### config.mk
export PLATFORM = sky130hd
export DESIGN_NAME = baud_rate_generator
export DESIGN_NICKNAME = d
export VERILOG_FILES = /design/src/logic/baud_pkg.sv /design/src/logic/rate_timer.sv /design/src/logic/baud_rate_generator.sv
export SDC_FILE = /design/constraint.sdc
export NUM_CORES = 1
export LEC_CHECK = 0
export BUFFER_PORTS_ARGS = -buffer_cell sky130_fd_sc_hd__buf_4
export CORE_ASPECT_RATIO = 2
export CORE_MARGIN = 4
export CORE_UTILIZATION = 35
export DETAILED_ROUTE_END_ITERATION = 8
export MAX_ROUTING_LAYER = met4
export PLACE_DENSITY = 0.63
export SYNTH_ARGS = -nofsm -noshare
export SYNTH_HDL_FRONTEND = slang
export SYNTH_SLANG_ARGS = --single-unit
### constraint.sdc
create_clock -name sys_clk -period 2.26 [get_ports sys_clk]
set_input_delay 0 -clock sys_clk [delete_from_list [all_inputs] [get_ports sys_clk]]
set_output_delay 0 -clock sys_clk [all_outputs]
set_load 0.02 [all_outputs]
### src/logic/baud_pkg.sv
// Constants and decode helpers for the baud rate generator
package baud_pkg;
	localparam int ADDR_W_DEF = 5;
	localparam int DIV_W_DEF = 16;
	// Register byte offsets
	localparam logic [4:0] OFS_BAUD_CONTROL = 5'h00;
	localparam logic [4:0] OFS_RX_STATUS = 5'h04;
	localparam logic [4:0] OFS_DIV_LOW = 5'h08;
	localparam logic [4:0] OFS_DIV_HIGH = 5'h0C;
	localparam logic [4:0] OFS_TX_STATUS = 5'h10;
	localparam logic [4:0] OFS_RATE_COUNT = 5'h14;
	// Field positions
	localparam int BIT_WIDE = 3;
	localparam int BIT_RX_IDLE = 6;
	localparam int BIT_PORT_EN = 7;
	localparam int BIT_SYNC = 4;
	localparam int BIT_HIGH_SPEED = 2;
	localparam int BIT_TX_EMPTY = 1;
	// Writable bits and reset values
	localparam logic [7:0] MASK_BAUD_CONTROL = 8'h1B;
	localparam logic [7:0] MASK_RX_STATUS = 8'hF8;
	localparam logic [7:0] MASK_TX_STATUS = 8'hFD;
	localparam logic [7:0] RST_BAUD_CONTROL = 8'h00;
	localparam logic [7:0] RST_RX_STATUS = 8'h00;
	localparam logic [7:0] RST_TX_STATUS = 8'h00;
	localparam logic [7:0] RST_DIVISOR = 8'h00;
	// Prescale terminal counts: multiplier minus one
	localparam logic [5:0] PRE_TOP_64 = 6'h3F;
	localparam logic [5:0] PRE_TOP_16 = 6'h0F;
	localparam logic [5:0] PRE_TOP_4 = 6'h03;
	// AXI responses
	localparam logic [1:0] RESP_OKAY = 2'h0;
	localparam logic [1:0] RESP_SLVERR = 2'h2;

	// Multiplier from mode bits
	function automatic logic [5:0] pre_top_sel(input logic sync,
			input logic wide, input logic hs);
		logic [5:0] top;
		top = PRE_TOP_4;
		if (sync) begin
			top = PRE_TOP_4;
		end else if (!wide && !hs) begin
			top = PRE_TOP_64;
		end else if (wide != hs) begin
			top = PRE_TOP_16;
		end else begin
			top = PRE_TOP_4;
		end
		return top;
	endfunction : pre_top_sel
endpackage : baud_pkg

### src/logic/rate_timer.sv
// Free-running prescaler and divisor counter of the rate generator
`timescale 1ns/1ps
module rate_timer #(
	parameter int DIV_W = baud_pkg::DIV_W_DEF
) (
	input wire logic sys_clk,
	input wire logic rst_n,
	input wire logic run,
	input wire logic clear,
	input wire logic wide,
	input wire logic [5:0] pre_top,
	input wire logic [DIV_W-1:0] divisor,
	output logic tick,
	output logic [DIV_W-1:0] count
);
	import baud_pkg::*;

	// Only the 16-bit divisor path is built; refuse anything else early
	if (DIV_W != 16) begin : g_bad_width
		$error("rate_timer serves a 16-bit divisor only");
	end

	logic [5:0] pre_q, pre_d;
	logic [DIV_W-1:0] cnt_q, cnt_d;
	logic tick_q, tick_d;
	logic [DIV_W-1:0] n_eff;

	// Narrow width uses the low byte only
	assign n_eff = wide ? divisor : {8'h00, divisor[7:0]};

	// Count pre_top+1 clocks per step, n+1 steps per bit
	always_comb begin
		pre_d = pre_q;
		cnt_d = cnt_q;
		tick_d = 1'b0;
		if (clear || !run) begin
			pre_d = 6'h00;
			cnt_d = '0;
		end else if (pre_q >= pre_top) begin
			pre_d = 6'h00;
			if (cnt_q >= n_eff) begin
				cnt_d = '0;
				tick_d = 1'b1;
			end else begin
				cnt_d = cnt_q + 1'b1;
			end
		end else begin
			pre_d = pre_q + 6'h01;
		end
	end

	always_ff @(posedge sys_clk) begin
		if (!rst_n) begin
			pre_q <= 6'h00;
			cnt_q <= '0;
			tick_q <= 1'b0;
		end else begin
			pre_q <= pre_d;
			cnt_q <= cnt_d;
			tick_q <= tick_d;
		end
	end

	assign tick = tick_q;
	assign count = cnt_q;
endmodule : rate_timer

### src/logic/baud_rate_generator.sv
// AXI4-Lite register file and top of the baud rate generator
`timescale 1ns/1ps
module baud_rate_generator #(
	parameter int ADDR_W = baud_pkg::ADDR_W_DEF
) (
	input wire logic sys_clk,
	input wire logic rst_n,
	input wire logic awvalid,
	output logic awready,
	input wire logic [ADDR_W-1:0] awaddr,
	input wire logic wvalid,
	output logic wready,
	input wire logic [31:0] wdata,
	input wire logic [3:0] wstrb,
	output logic bvalid,
	input wire logic bready,
	output logic [1:0] bresp,
	input wire logic arvalid,
	output logic arready,
	input wire logic [ADDR_W-1:0] araddr,
	output logic rvalid,
	input wire logic rready,
	output logic [31:0] rdata,
	output logic [1:0] rresp,
	input wire logic rx_idle,
	input wire logic tx_shift_empty,
	output logic rate_tick,
	output logic [15:0] rate_count
);
	import baud_pkg::*;

	// Offsets need five address bits; refuse a narrower bus early
	if (ADDR_W < 5) begin : g_bad_addr
		$error("address width must be at least 5");
	end

	// Word offset check shared by read and write decode
	function automatic logic mapped(input logic [ADDR_W-1:0] a);
		logic [4:0] o;
		o = a[4:0];
		// Shift keeps the test legal when no upper address bits exist
		return ((a >> 5) == '0) && (o <= OFS_RATE_COUNT) &&
			(o[1:0] == 2'h0);
	endfunction : mapped

	logic aw_got_q, aw_got_d, w_got_q, w_got_d;
	logic [ADDR_W-1:0] awaddr_q, awaddr_d;
	logic [7:0] wbyte_q, wbyte_d;
	logic wlane_q, wlane_d;
	logic bvalid_q, bvalid_d;
	logic [1:0] bresp_q, bresp_d;
	logic rvalid_q, rvalid_d;
	logic [31:0] rdata_q, rdata_d;
	logic [1:0] rresp_q, rresp_d;
	logic [7:0] baud_ctl_q, baud_ctl_d, rx_st_q, rx_st_d;
	logic [7:0] tx_st_q, tx_st_d, div_lo_q, div_lo_d, div_hi_q, div_hi_d;
	logic aw_hs, w_hs, wr_go, div_wr;
	logic [ADDR_W-1:0] wr_addr;
	logic [7:0] wr_byte;
	logic wr_lane;
	logic sync, wide, hs, port_en;
	logic [5:0] pre_top;

	// Write channels taken in either order; one write in flight
	assign awready = !aw_got_q && !bvalid_q;
	assign wready = !w_got_q && !bvalid_q;
	assign arready = !rvalid_q;
	assign aw_hs = awvalid && awready;
	assign w_hs = wvalid && wready;
	assign wr_go = (aw_got_q || aw_hs) && (w_got_q || w_hs);
	assign wr_addr = aw_got_q ? awaddr_q : awaddr;
	assign wr_byte = w_got_q ? wbyte_q : wdata[7:0];
	assign wr_lane = w_got_q ? wlane_q : wstrb[0];
	assign div_wr = wr_go && wr_lane && ((wr_addr[4:0] == OFS_DIV_LOW) ||
		(wr_addr[4:0] == OFS_DIV_HIGH)) && mapped(wr_addr);

	// Write handshake and register updates
	always_comb begin
		aw_got_d = aw_got_q;
		w_got_d = w_got_q;
		awaddr_d = awaddr_q;
		wbyte_d = wbyte_q;
		wlane_d = wlane_q;
		bvalid_d = bvalid_q;
		bresp_d = bresp_q;
		baud_ctl_d = baud_ctl_q;
		rx_st_d = rx_st_q;
		tx_st_d = tx_st_q;
		div_lo_d = div_lo_q;
		div_hi_d = div_hi_q;
		if (aw_hs) begin
			aw_got_d = 1'b1;
			awaddr_d = awaddr;
		end
		if (w_hs) begin
			w_got_d = 1'b1;
			wbyte_d = wdata[7:0];
			wlane_d = wstrb[0];
		end
		if (bvalid_q && bready) begin
			bvalid_d = 1'b0;
		end
		if (wr_go) begin
			aw_got_d = 1'b0;
			w_got_d = 1'b0;
			bvalid_d = 1'b1;
			bresp_d = mapped(wr_addr) ? RESP_OKAY : RESP_SLVERR;
			if (wr_lane && mapped(wr_addr)) begin
				unique case (wr_addr[4:0])
					OFS_BAUD_CONTROL: baud_ctl_d = wr_byte & MASK_BAUD_CONTROL;
					OFS_RX_STATUS: rx_st_d = wr_byte & MASK_RX_STATUS;
					OFS_DIV_LOW: div_lo_d = wr_byte;
					OFS_DIV_HIGH: div_hi_d = wr_byte;
					OFS_TX_STATUS: tx_st_d = wr_byte & MASK_TX_STATUS;
					default: ; // Count register is read-only
				endcase
			end
		end
	end

	always_ff @(posedge sys_clk) begin
		if (!rst_n) begin
			aw_got_q <= 1'b0;
			w_got_q <= 1'b0;
			awaddr_q <= '0;
			wbyte_q <= 8'h00;
			wlane_q <= 1'b0;
			bvalid_q <= 1'b0;
			bresp_q <= RESP_OKAY;
			baud_ctl_q <= RST_BAUD_CONTROL;
			rx_st_q <= RST_RX_STATUS;
			tx_st_q <= RST_TX_STATUS;
			div_lo_q <= RST_DIVISOR;
			div_hi_q <= RST_DIVISOR;
		end else begin
			aw_got_q <= aw_got_d;
			w_got_q <= w_got_d;
			awaddr_q <= awaddr_d;
			wbyte_q <= wbyte_d;
			wlane_q <= wlane_d;
			bvalid_q <= bvalid_d;
			bresp_q <= bresp_d;
			baud_ctl_q <= baud_ctl_d;
			rx_st_q <= rx_st_d;
			tx_st_q <= tx_st_d;
			div_lo_q <= div_lo_d;
			div_hi_q <= div_hi_d;
		end
	end

	// Read path; live status bits are sampled at the handshake
	always_comb begin
		rvalid_d = rvalid_q;
		rdata_d = rdata_q;
		rresp_d = rresp_q;
		if (rvalid_q && rready) begin
			rvalid_d = 1'b0;
		end
		if (arvalid && arready) begin
			rvalid_d = 1'b1;
			rdata_d = 32'h0000_0000;
			rresp_d = mapped(araddr) ? RESP_OKAY : RESP_SLVERR;
			if (mapped(araddr)) begin
				unique case (araddr[4:0])
					OFS_BAUD_CONTROL: begin
						rdata_d[7:0] = baud_ctl_q;
						rdata_d[BIT_RX_IDLE] = rx_idle;
					end
					OFS_RX_STATUS: rdata_d[7:0] = rx_st_q;
					OFS_DIV_LOW: rdata_d[7:0] = div_lo_q;
					OFS_DIV_HIGH: rdata_d[7:0] = div_hi_q;
					OFS_TX_STATUS: begin
						rdata_d[7:0] = tx_st_q;
						rdata_d[BIT_TX_EMPTY] = tx_shift_empty;
					end
					default: rdata_d[15:0] = rate_count;
				endcase
			end
		end
	end

	always_ff @(posedge sys_clk) begin
		if (!rst_n) begin
			rvalid_q <= 1'b0;
			rdata_q <= 32'h0000_0000;
			rresp_q <= RESP_OKAY;
		end else begin
			rvalid_q <= rvalid_d;
			rdata_q <= rdata_d;
			rresp_q <= rresp_d;
		end
	end

	assign bvalid = bvalid_q;
	assign bresp = bresp_q;
	assign rvalid = rvalid_q;
	assign rdata = rdata_q;
	assign rresp = rresp_q;

	// Mode bits steer the multiplier; port disable clears and stops the timer
	assign sync = tx_st_q[BIT_SYNC];
	assign hs = tx_st_q[BIT_HIGH_SPEED];
	assign wide = baud_ctl_q[BIT_WIDE];
	assign port_en = rx_st_q[BIT_PORT_EN];
	assign pre_top = pre_top_sel(sync, wide, hs);

	rate_timer #(
		.DIV_W(DIV_W_DEF)
	) u_timer (
		.sys_clk(sys_clk),
		.rst_n(rst_n),
		.run(port_en),
		.clear(div_wr),
		.wide(wide),
		.pre_top(pre_top),
		.divisor({div_hi_q, div_lo_q}),
		.tick(rate_tick),
		.count(rate_count)
	);

	AST_RESET_NARROW: assert property (@(posedge sys_clk)
		!rst_n |=> !wide && pre_top == PRE_TOP_64)
		else $error("width not narrow after reset");
	AST_DIV_CLEAR: assert property (@(posedge sys_clk)
		disable iff (!rst_n)
		div_wr |=> rate_count == 16'h0000 && !rate_tick)
		else $error("divisor write did not clear timer");
	AST_SYNC_IGNORES_HS: assert property (@(posedge sys_clk)
		disable iff (!rst_n) sync |-> pre_top == PRE_TOP_4)
		else $error("sync rate depends on high speed bit");
	AST_MULT_64: assert property (@(posedge sys_clk)
		disable iff (!rst_n)
		!sync && !wide && !hs |-> pre_top == PRE_TOP_64)
		else $error("narrow low speed multiplier wrong");
	AST_MULT_16: assert property (@(posedge sys_clk)
		disable iff (!rst_n)
		!sync && wide && !hs |-> pre_top == PRE_TOP_16)
		else $error("wide low speed multiplier wrong");
	AST_HIGH_SPEED: assert property (@(posedge sys_clk)
		disable iff (!rst_n) !sync && hs |->
		pre_top == (wide ? PRE_TOP_4 : PRE_TOP_16))
		else $error("high speed multiplier wrong");
	AST_SYNC_PERIOD: assert property (@(posedge sys_clk)
		disable iff (!rst_n || wr_go)
		rate_tick && sync && {div_hi_q, div_lo_q} == 16'h0000 |=>
		!rate_tick [*3] ##1 rate_tick)
		else $error("sync period with zero divisor not four clocks");
	AST_NARROW_RANGE: assert property (@(posedge sys_clk)
		disable iff (!rst_n)
		!wide && !$past(wide) |-> rate_count[15:8] == 8'h00)
		else $error("narrow timer exceeded eight bits");
endmodule : baud_rate_generator

==> results.rst <==
.. list-table::
   :header-rows: 1

   * - Metric
     - Value
   * - Total vias in the final route
     - ~4.4k
   * - Sequential cell fraction of total power
     - 43.2%
   * - Mean cell area of the mapped netlist
     - between 8 and 9 um^2
   * - Post-detailed-placement half-perimeter wirelength
     - approximately 11000 um
   * - Leakage dissipation
     - 0.002669 uW
   * - Total of buffers placed on input and output ports
     - 67
   * - Core Area
     - between 10000 and 15000 um^2
   * - Worst Reg-to-Reg Cells
     - 9
   * - Final setup slack of the worst path
     - -0.01424 ns
   * - Overall die height
     - 172.5 um
   * - RSZ-0062 raised after global routing
     - yes
   * - Antenna violation net count after detailed routing
     - 0
   * - Crit path largest cell delay
     - 0.41 ns
   * - Highest attainable clock frequency
     - 439.7 MHz
   * - Dominant combinational cell family by area after synthesis
     - simple AND/OR/NAND/NOR gates
   * - Initial drt markers
     - roughly 160
   * - Count of placed standard cells in the final layout, fillers left out
     - between 800 and 900
   * - Flip-flop cell with the highest count after synthesis
     - sky130_fd_sc_hd__dfxtp_1
   * - # rows
     - around 60
   * - Vias per inst
     - 5.236
   * - Area of the die
     - ~16000 um^2
   * - Outcome
     - finished with violations
   * - Peak supply drop
     - around 420 uV
   * - Worst reg2reg endpoint
     - u_timer.count[14]
   * - TritonCTS clock tree
     - yes
   * - Via count of the first global-routing pass
     - around 4.3k
   * - Internal reg-to-reg setup slack
     - -0.01 ns
   * - Final critical delay including setup and external delays
     - between 2 and 2.5 ns
   * - Yosys top cell area share
     - 38.48%
   * - Critical path start-end classification
     - flop to flop
   * - Worst Max-Slew Pin Slew
     - 0.5449 ns
   * - Longest Clk Path Bufs
     - 2
   * - IO Pins
     - around 110
   * - Wire length per cell after detailed routing
     - 17.43 um
   * - Number of detailed-routing iterations run before antenna repair
     - 6
   * - Inst Count DP
     - between 700 and 800
   * - Routability-driven placement congestion ratio
     - between 0.9 and 1
   * - Worst Hold Margin
     - about 0.050 ns
   * - Synthesis-to-layout area growth
     - 34.70%
   * - Ratio of final minimum period to clock period
     - 100.6%
   * - Layout cell share with drive strength beyond 1
     - 25.29%
   * - Share of power burned in combinational logic
     - 11.7%
   * - Worst Path Required
     - between 2 and 3 ns
   * - Post-synthesis cell area
     - 4735 um^2
   * - Critical path startpoint
     - baud_ctl_q[3]
   * - Register bit count reported by yosys
     - just over 90
   * - Compound-Gate Fraction of Synth Area
     - a little under a fifth
   * - Clock group share of total power
     - a little under half
   * - Area share of fa/ha/maj cells after synthesis
     - 5.814%
   * - Clk sinks
     - 91
   * - Post-synthesis simple-gate area fraction
     - a little over a fifth
   * - Global route total overflow
     - 0
   * - Worst skew pair latency
     - 0.35 ns
   * - Fill count
     - 1282
   * - Worst clock skew on the final layout
     - ~0.0057 ns
   * - Top fanout value on the critical path
     - 9
   * - Clock buffer count from CTS
     - 9
   * - Total DRC errors in the routed layout
     - 0
   * - Post-synth cell types
     - 54
   * - Wire length reported by the detailed router
     - 14500 um
   * - Fraction of synthesized cell area in xor and xnor cells
     - 2.405%
   * - Critical Path, Cell by Cell
     - nand2_1 -> ha_4 -> a21oi_1 -> o21ai_1 -> a221o_1 -> or3_4 -> a21o_1 -> buf_12 -> nor2_1
   * - Synth async-reset ratio
     - 0%
   * - Root buffer cell
     - sky130_fd_sc_hd__clkbuf_16
   * - Number of enable-type register cells in the synthesized netlist
     - 0
   * - Largest cells by area after synthesis
     - sky130_fd_sc_hd__dfxtp_1 (38%), sky130_fd_sc_hd__ha_1 (5.8%), sky130_fd_sc_hd__nand2_1 (4.6%)
   * - Worst slew margin relative to its limit
     - 63.34%
   * - Worst EP arrival
     - approximately 2.6 ns
   * - Maximum level of the CTS H-tree
     - 3
   * - Sw Ratio
     - 23.67%
   * - Worst R2R Start
     - baud_ctl_q[3]
   * - Library cell occupying the most area in the post-synthesis netlist
     - sky130_fd_sc_hd__dfxtp_1
   * - Switching power
     - 909.8 uW
   * - P_int
     - just under 3000 uW
   * - Number of slew-limit violations in the final report
     - 0
   * - Max-cap violation count
     - 0
   * - CTS clock-pin slew for the worst setup and hold paths
     - 0.06 ns
   * - Wire length of the first global-routing pass
     - roughly 23000 um
   * - Violations in the final reports
     - setup timing
   * - Number of antenna cells inserted
     - 0
   * - Number of synthesis warnings
     - 0
   * - Crit path max-delay cell type
     - sky130_fd_sc_hd__a221o_1
   * - Post-synthesis sequential area ratio
     - a little under 40%
   * - Number of instances in the synthesized netlist
     - between 500 and 600
   * - Final hold violation count
     - 0
   * - Critical Path Source Type
     - flop
   * - Final count of negative-setup-slack endpoints
     - 3
   * - Power per unit of standard cell area
     - 602.8 nW/um^2
   * - Post-synthesis mux area share
     - 6.369%
   * - Width of the die
     - between 90 and 100 um
   * - Critical path destination
     - u_timer.count[14]
   * - Initial standard-cell utilization of the core
     - ~36%
   * - Global-route usage over all layers
     - about a fifth
   * - Largest net degree at the start of global routing
     - between 50 and 60
   * - Number of antenna violations at the first check in global routing
     - 0
   * - CP Capture Type
     - flop
   * - Path class of the lowest-slack min-delay path
     - primary input to flop
   * - Nets@finish
     - between 700 and 800
[flip-flops by register name (all words and copies together), names as in the netlist, 4 cells and up]
name	count
awaddr_q	5
baud_ctl_q	4
rdata	16
tx_st_q	7
rx_st_q	5
u_timer.pre_q	6
u_timer.count	16
div_hi_q	8
div_lo_q	8
wbyte_q	8
[power by group through the flow]
stage	Combinational [uW]	Sequential, uW	Clock (uW)
after floorplan	283	1700	0
after global placement	398	1690	0
after global routing	491	1660	1830
after CTS	443	1660	1770
after detailed placement	403	1700	0
final	449	1660	1740
[worst max-delay path, delay by kind of cell (launching register included)]
family | cells | cell delay (ns)
and+or+nand+nor | 3 | 0.61
DFF | 1 | 0.39
buffers and inverters | 1 | 0.14
AOI/OAI and AO/OA | 4 | 0.84
adders and majority gates | 1 | 0.23
[cells by family (layout without fill, tap and decap cells)]
logic type,Yosys count,after routing
compound gates,129,129
xor+xnor,13,13
fa+ha+maj,22,22
buf+inv,64,171
flops,91,91
mux,29,29
other cells,1,18
simple gates,206,207
[Yosys cell counts, types with 4 or more instances]
cell and number:
sky130_fd_sc_hd__buf_4 20, sky130_fd_sc_hd__nor2b_1 34, sky130_fd_sc_hd__nand4_1 9, sky130_fd_sc_hd__o211ai_1 4, sky130_fd_sc_hd__inv_1 16, sky130_fd_sc_hd__nor3_1 4, sky130_fd_sc_hd__mux2_2 9, sky130_fd_sc_hd__a21o_1 5
sky130_fd_sc_hd__clkbuf_1 21, sky130_fd_sc_hd__ha_1 22, sky130_fd_sc_hd__a21boi_0 6, sky130_fd_sc_hd__nand2_1 58, sky130_fd_sc_hd__nand2b_1 7, sky130_fd_sc_hd__a211oi_1 7, sky130_fd_sc_hd__o31ai_1 4, sky130_fd_sc_hd__xor2_1 8
sky130_fd_sc_hd__a22o_1 4, sky130_fd_sc_hd__nand3_1 22, sky130_fd_sc_hd__o21ai_0 33, sky130_fd_sc_hd__a31oi_1 6, sky130_fd_sc_hd__xnor2_1 5, sky130_fd_sc_hd__and2_1 5, sky130_fd_sc_hd__a22oi_1 8, sky130_fd_sc_hd__dfxtp_1 91
sky130_fd_sc_hd__mux2i_1 20, sky130_fd_sc_hd__a21oi_1 27, sky130_fd_sc_hd__buf_2 4, sky130_fd_sc_hd__nor2_1 47, sky130_fd_sc_hd__o22ai_1 4, sky130_fd_sc_hd__a221o_1 4
[cell usage in the layout, fill, tap and decap left out, types with 5 or more instances in the layout]
cell | synthesis | routed
sky130_fd_sc_hd__inv_1 | 16 | 16
sky130_fd_sc_hd__a31oi_1 | 6 | 6
sky130_fd_sc_hd__buf_4 | 20 | 113
sky130_fd_sc_hd__clkbuf_16 | 0 | 9
sky130_fd_sc_hd__dlygate4sd3_1 | 0 | 24
sky130_fd_sc_hd__a21boi_0 | 6 | 5
sky130_fd_sc_hd__and2_1 | 5 | 5
sky130_fd_sc_hd__nor2_1 | 47 | 46
sky130_fd_sc_hd__nand3_1 | 22 | 22
sky130_fd_sc_hd__nand4_1 | 9 | 9
sky130_fd_sc_hd__ha_4 | 0 | 5
sky130_fd_sc_hd__nand2b_1 | 7 | 6
sky130_fd_sc_hd__xor2_1 | 8 | 8
sky130_fd_sc_hd__a22oi_1 | 8 | 8
sky130_fd_sc_hd__nor2b_1 | 34 | 34
sky130_fd_sc_hd__conb_1 | 1 | 18
sky130_fd_sc_hd__a21oi_1 | 27 | 23
sky130_fd_sc_hd__o21ai_0 | 33 | 32
sky130_fd_sc_hd__mux2_2 | 9 | 9
sky130_fd_sc_hd__ha_1 | 22 | 17
sky130_fd_sc_hd__dfxtp_1 | 91 | 88
sky130_fd_sc_hd__mux2i_1 | 20 | 20
sky130_fd_sc_hd__xnor2_1 | 5 | 5
sky130_fd_sc_hd__a211oi_1 | 7 | 7
sky130_fd_sc_hd__nand2_1 | 58 | 57
sky130_fd_sc_hd__a21o_1 | 5 | 5
[layout make-up]
type                    instances  area (um^2)  area share, %
clock buffers                  11        242.7          3.806
clock inverters                 5        100.1          1.570
inverters                      17        63.81          1.001
multi-input cells             418         2841          44.56
flip-flops and latches         91         1831          28.70
well taps                     152        190.2          2.982
repair buffers                138         1109          17.38
[how the worst min path moves through the flow]
stage / from / end / cells after the start
after floorplan: wdata[0] / wbyte_q[0] / 2
after global placement: arvalid / rvalid / 2
after detailed placement: arvalid / rvalid / 2
after CTS: araddr[0] / rdata[7] / 4
after global routing: araddr[0] / rdata[7] / 4
final: araddr[0] / rdata[7] / 4
[stage by stage]
step / setup TNS, ns / worst slack (ns) / cell area, um^2 / power (uW) / util, %
2_1_floorplan: 0 / 0.003668 / 4820 / 1983 / -
3_3_place_gp: -4.376 / -0.2328 / 5590 / 2091 / 42.54
3_5_place_dp: -5.678 / -0.3204 / 5590 / 2099 / 42.54
4_1_cts: -0.003313 / -0.003313 / 6269 / 3869 / 47.71
5_1_grt: -0.9769 / -0.09871 / 6377 / 3979 / 48.53
6_report: -0.02171 / -0.01424 / 6377 / 3844 / 48.53
[metal layers]
metal	track usage [%]	up-vias	wire length [um]	share of wire (%)
li1	-	2167	-	-
met1	16.91	2061	4964	34
met2	38.66	103	8635	60
met3	3.047	25	421	2.9
met4	8.939	0	480	3.3
met5	-	-	0	0
[timing repair]
action                                  CTS  global route
gates cloned                              0             1
endpoints found under the setup margin   23            23
endpoints found under the hold margin    20             0
pin swaps                                 1             0
hold buffers                             24             0
buffers inserted                          1             0
gates resized for setup                  18            16
(Power assumes the default switching activity.)
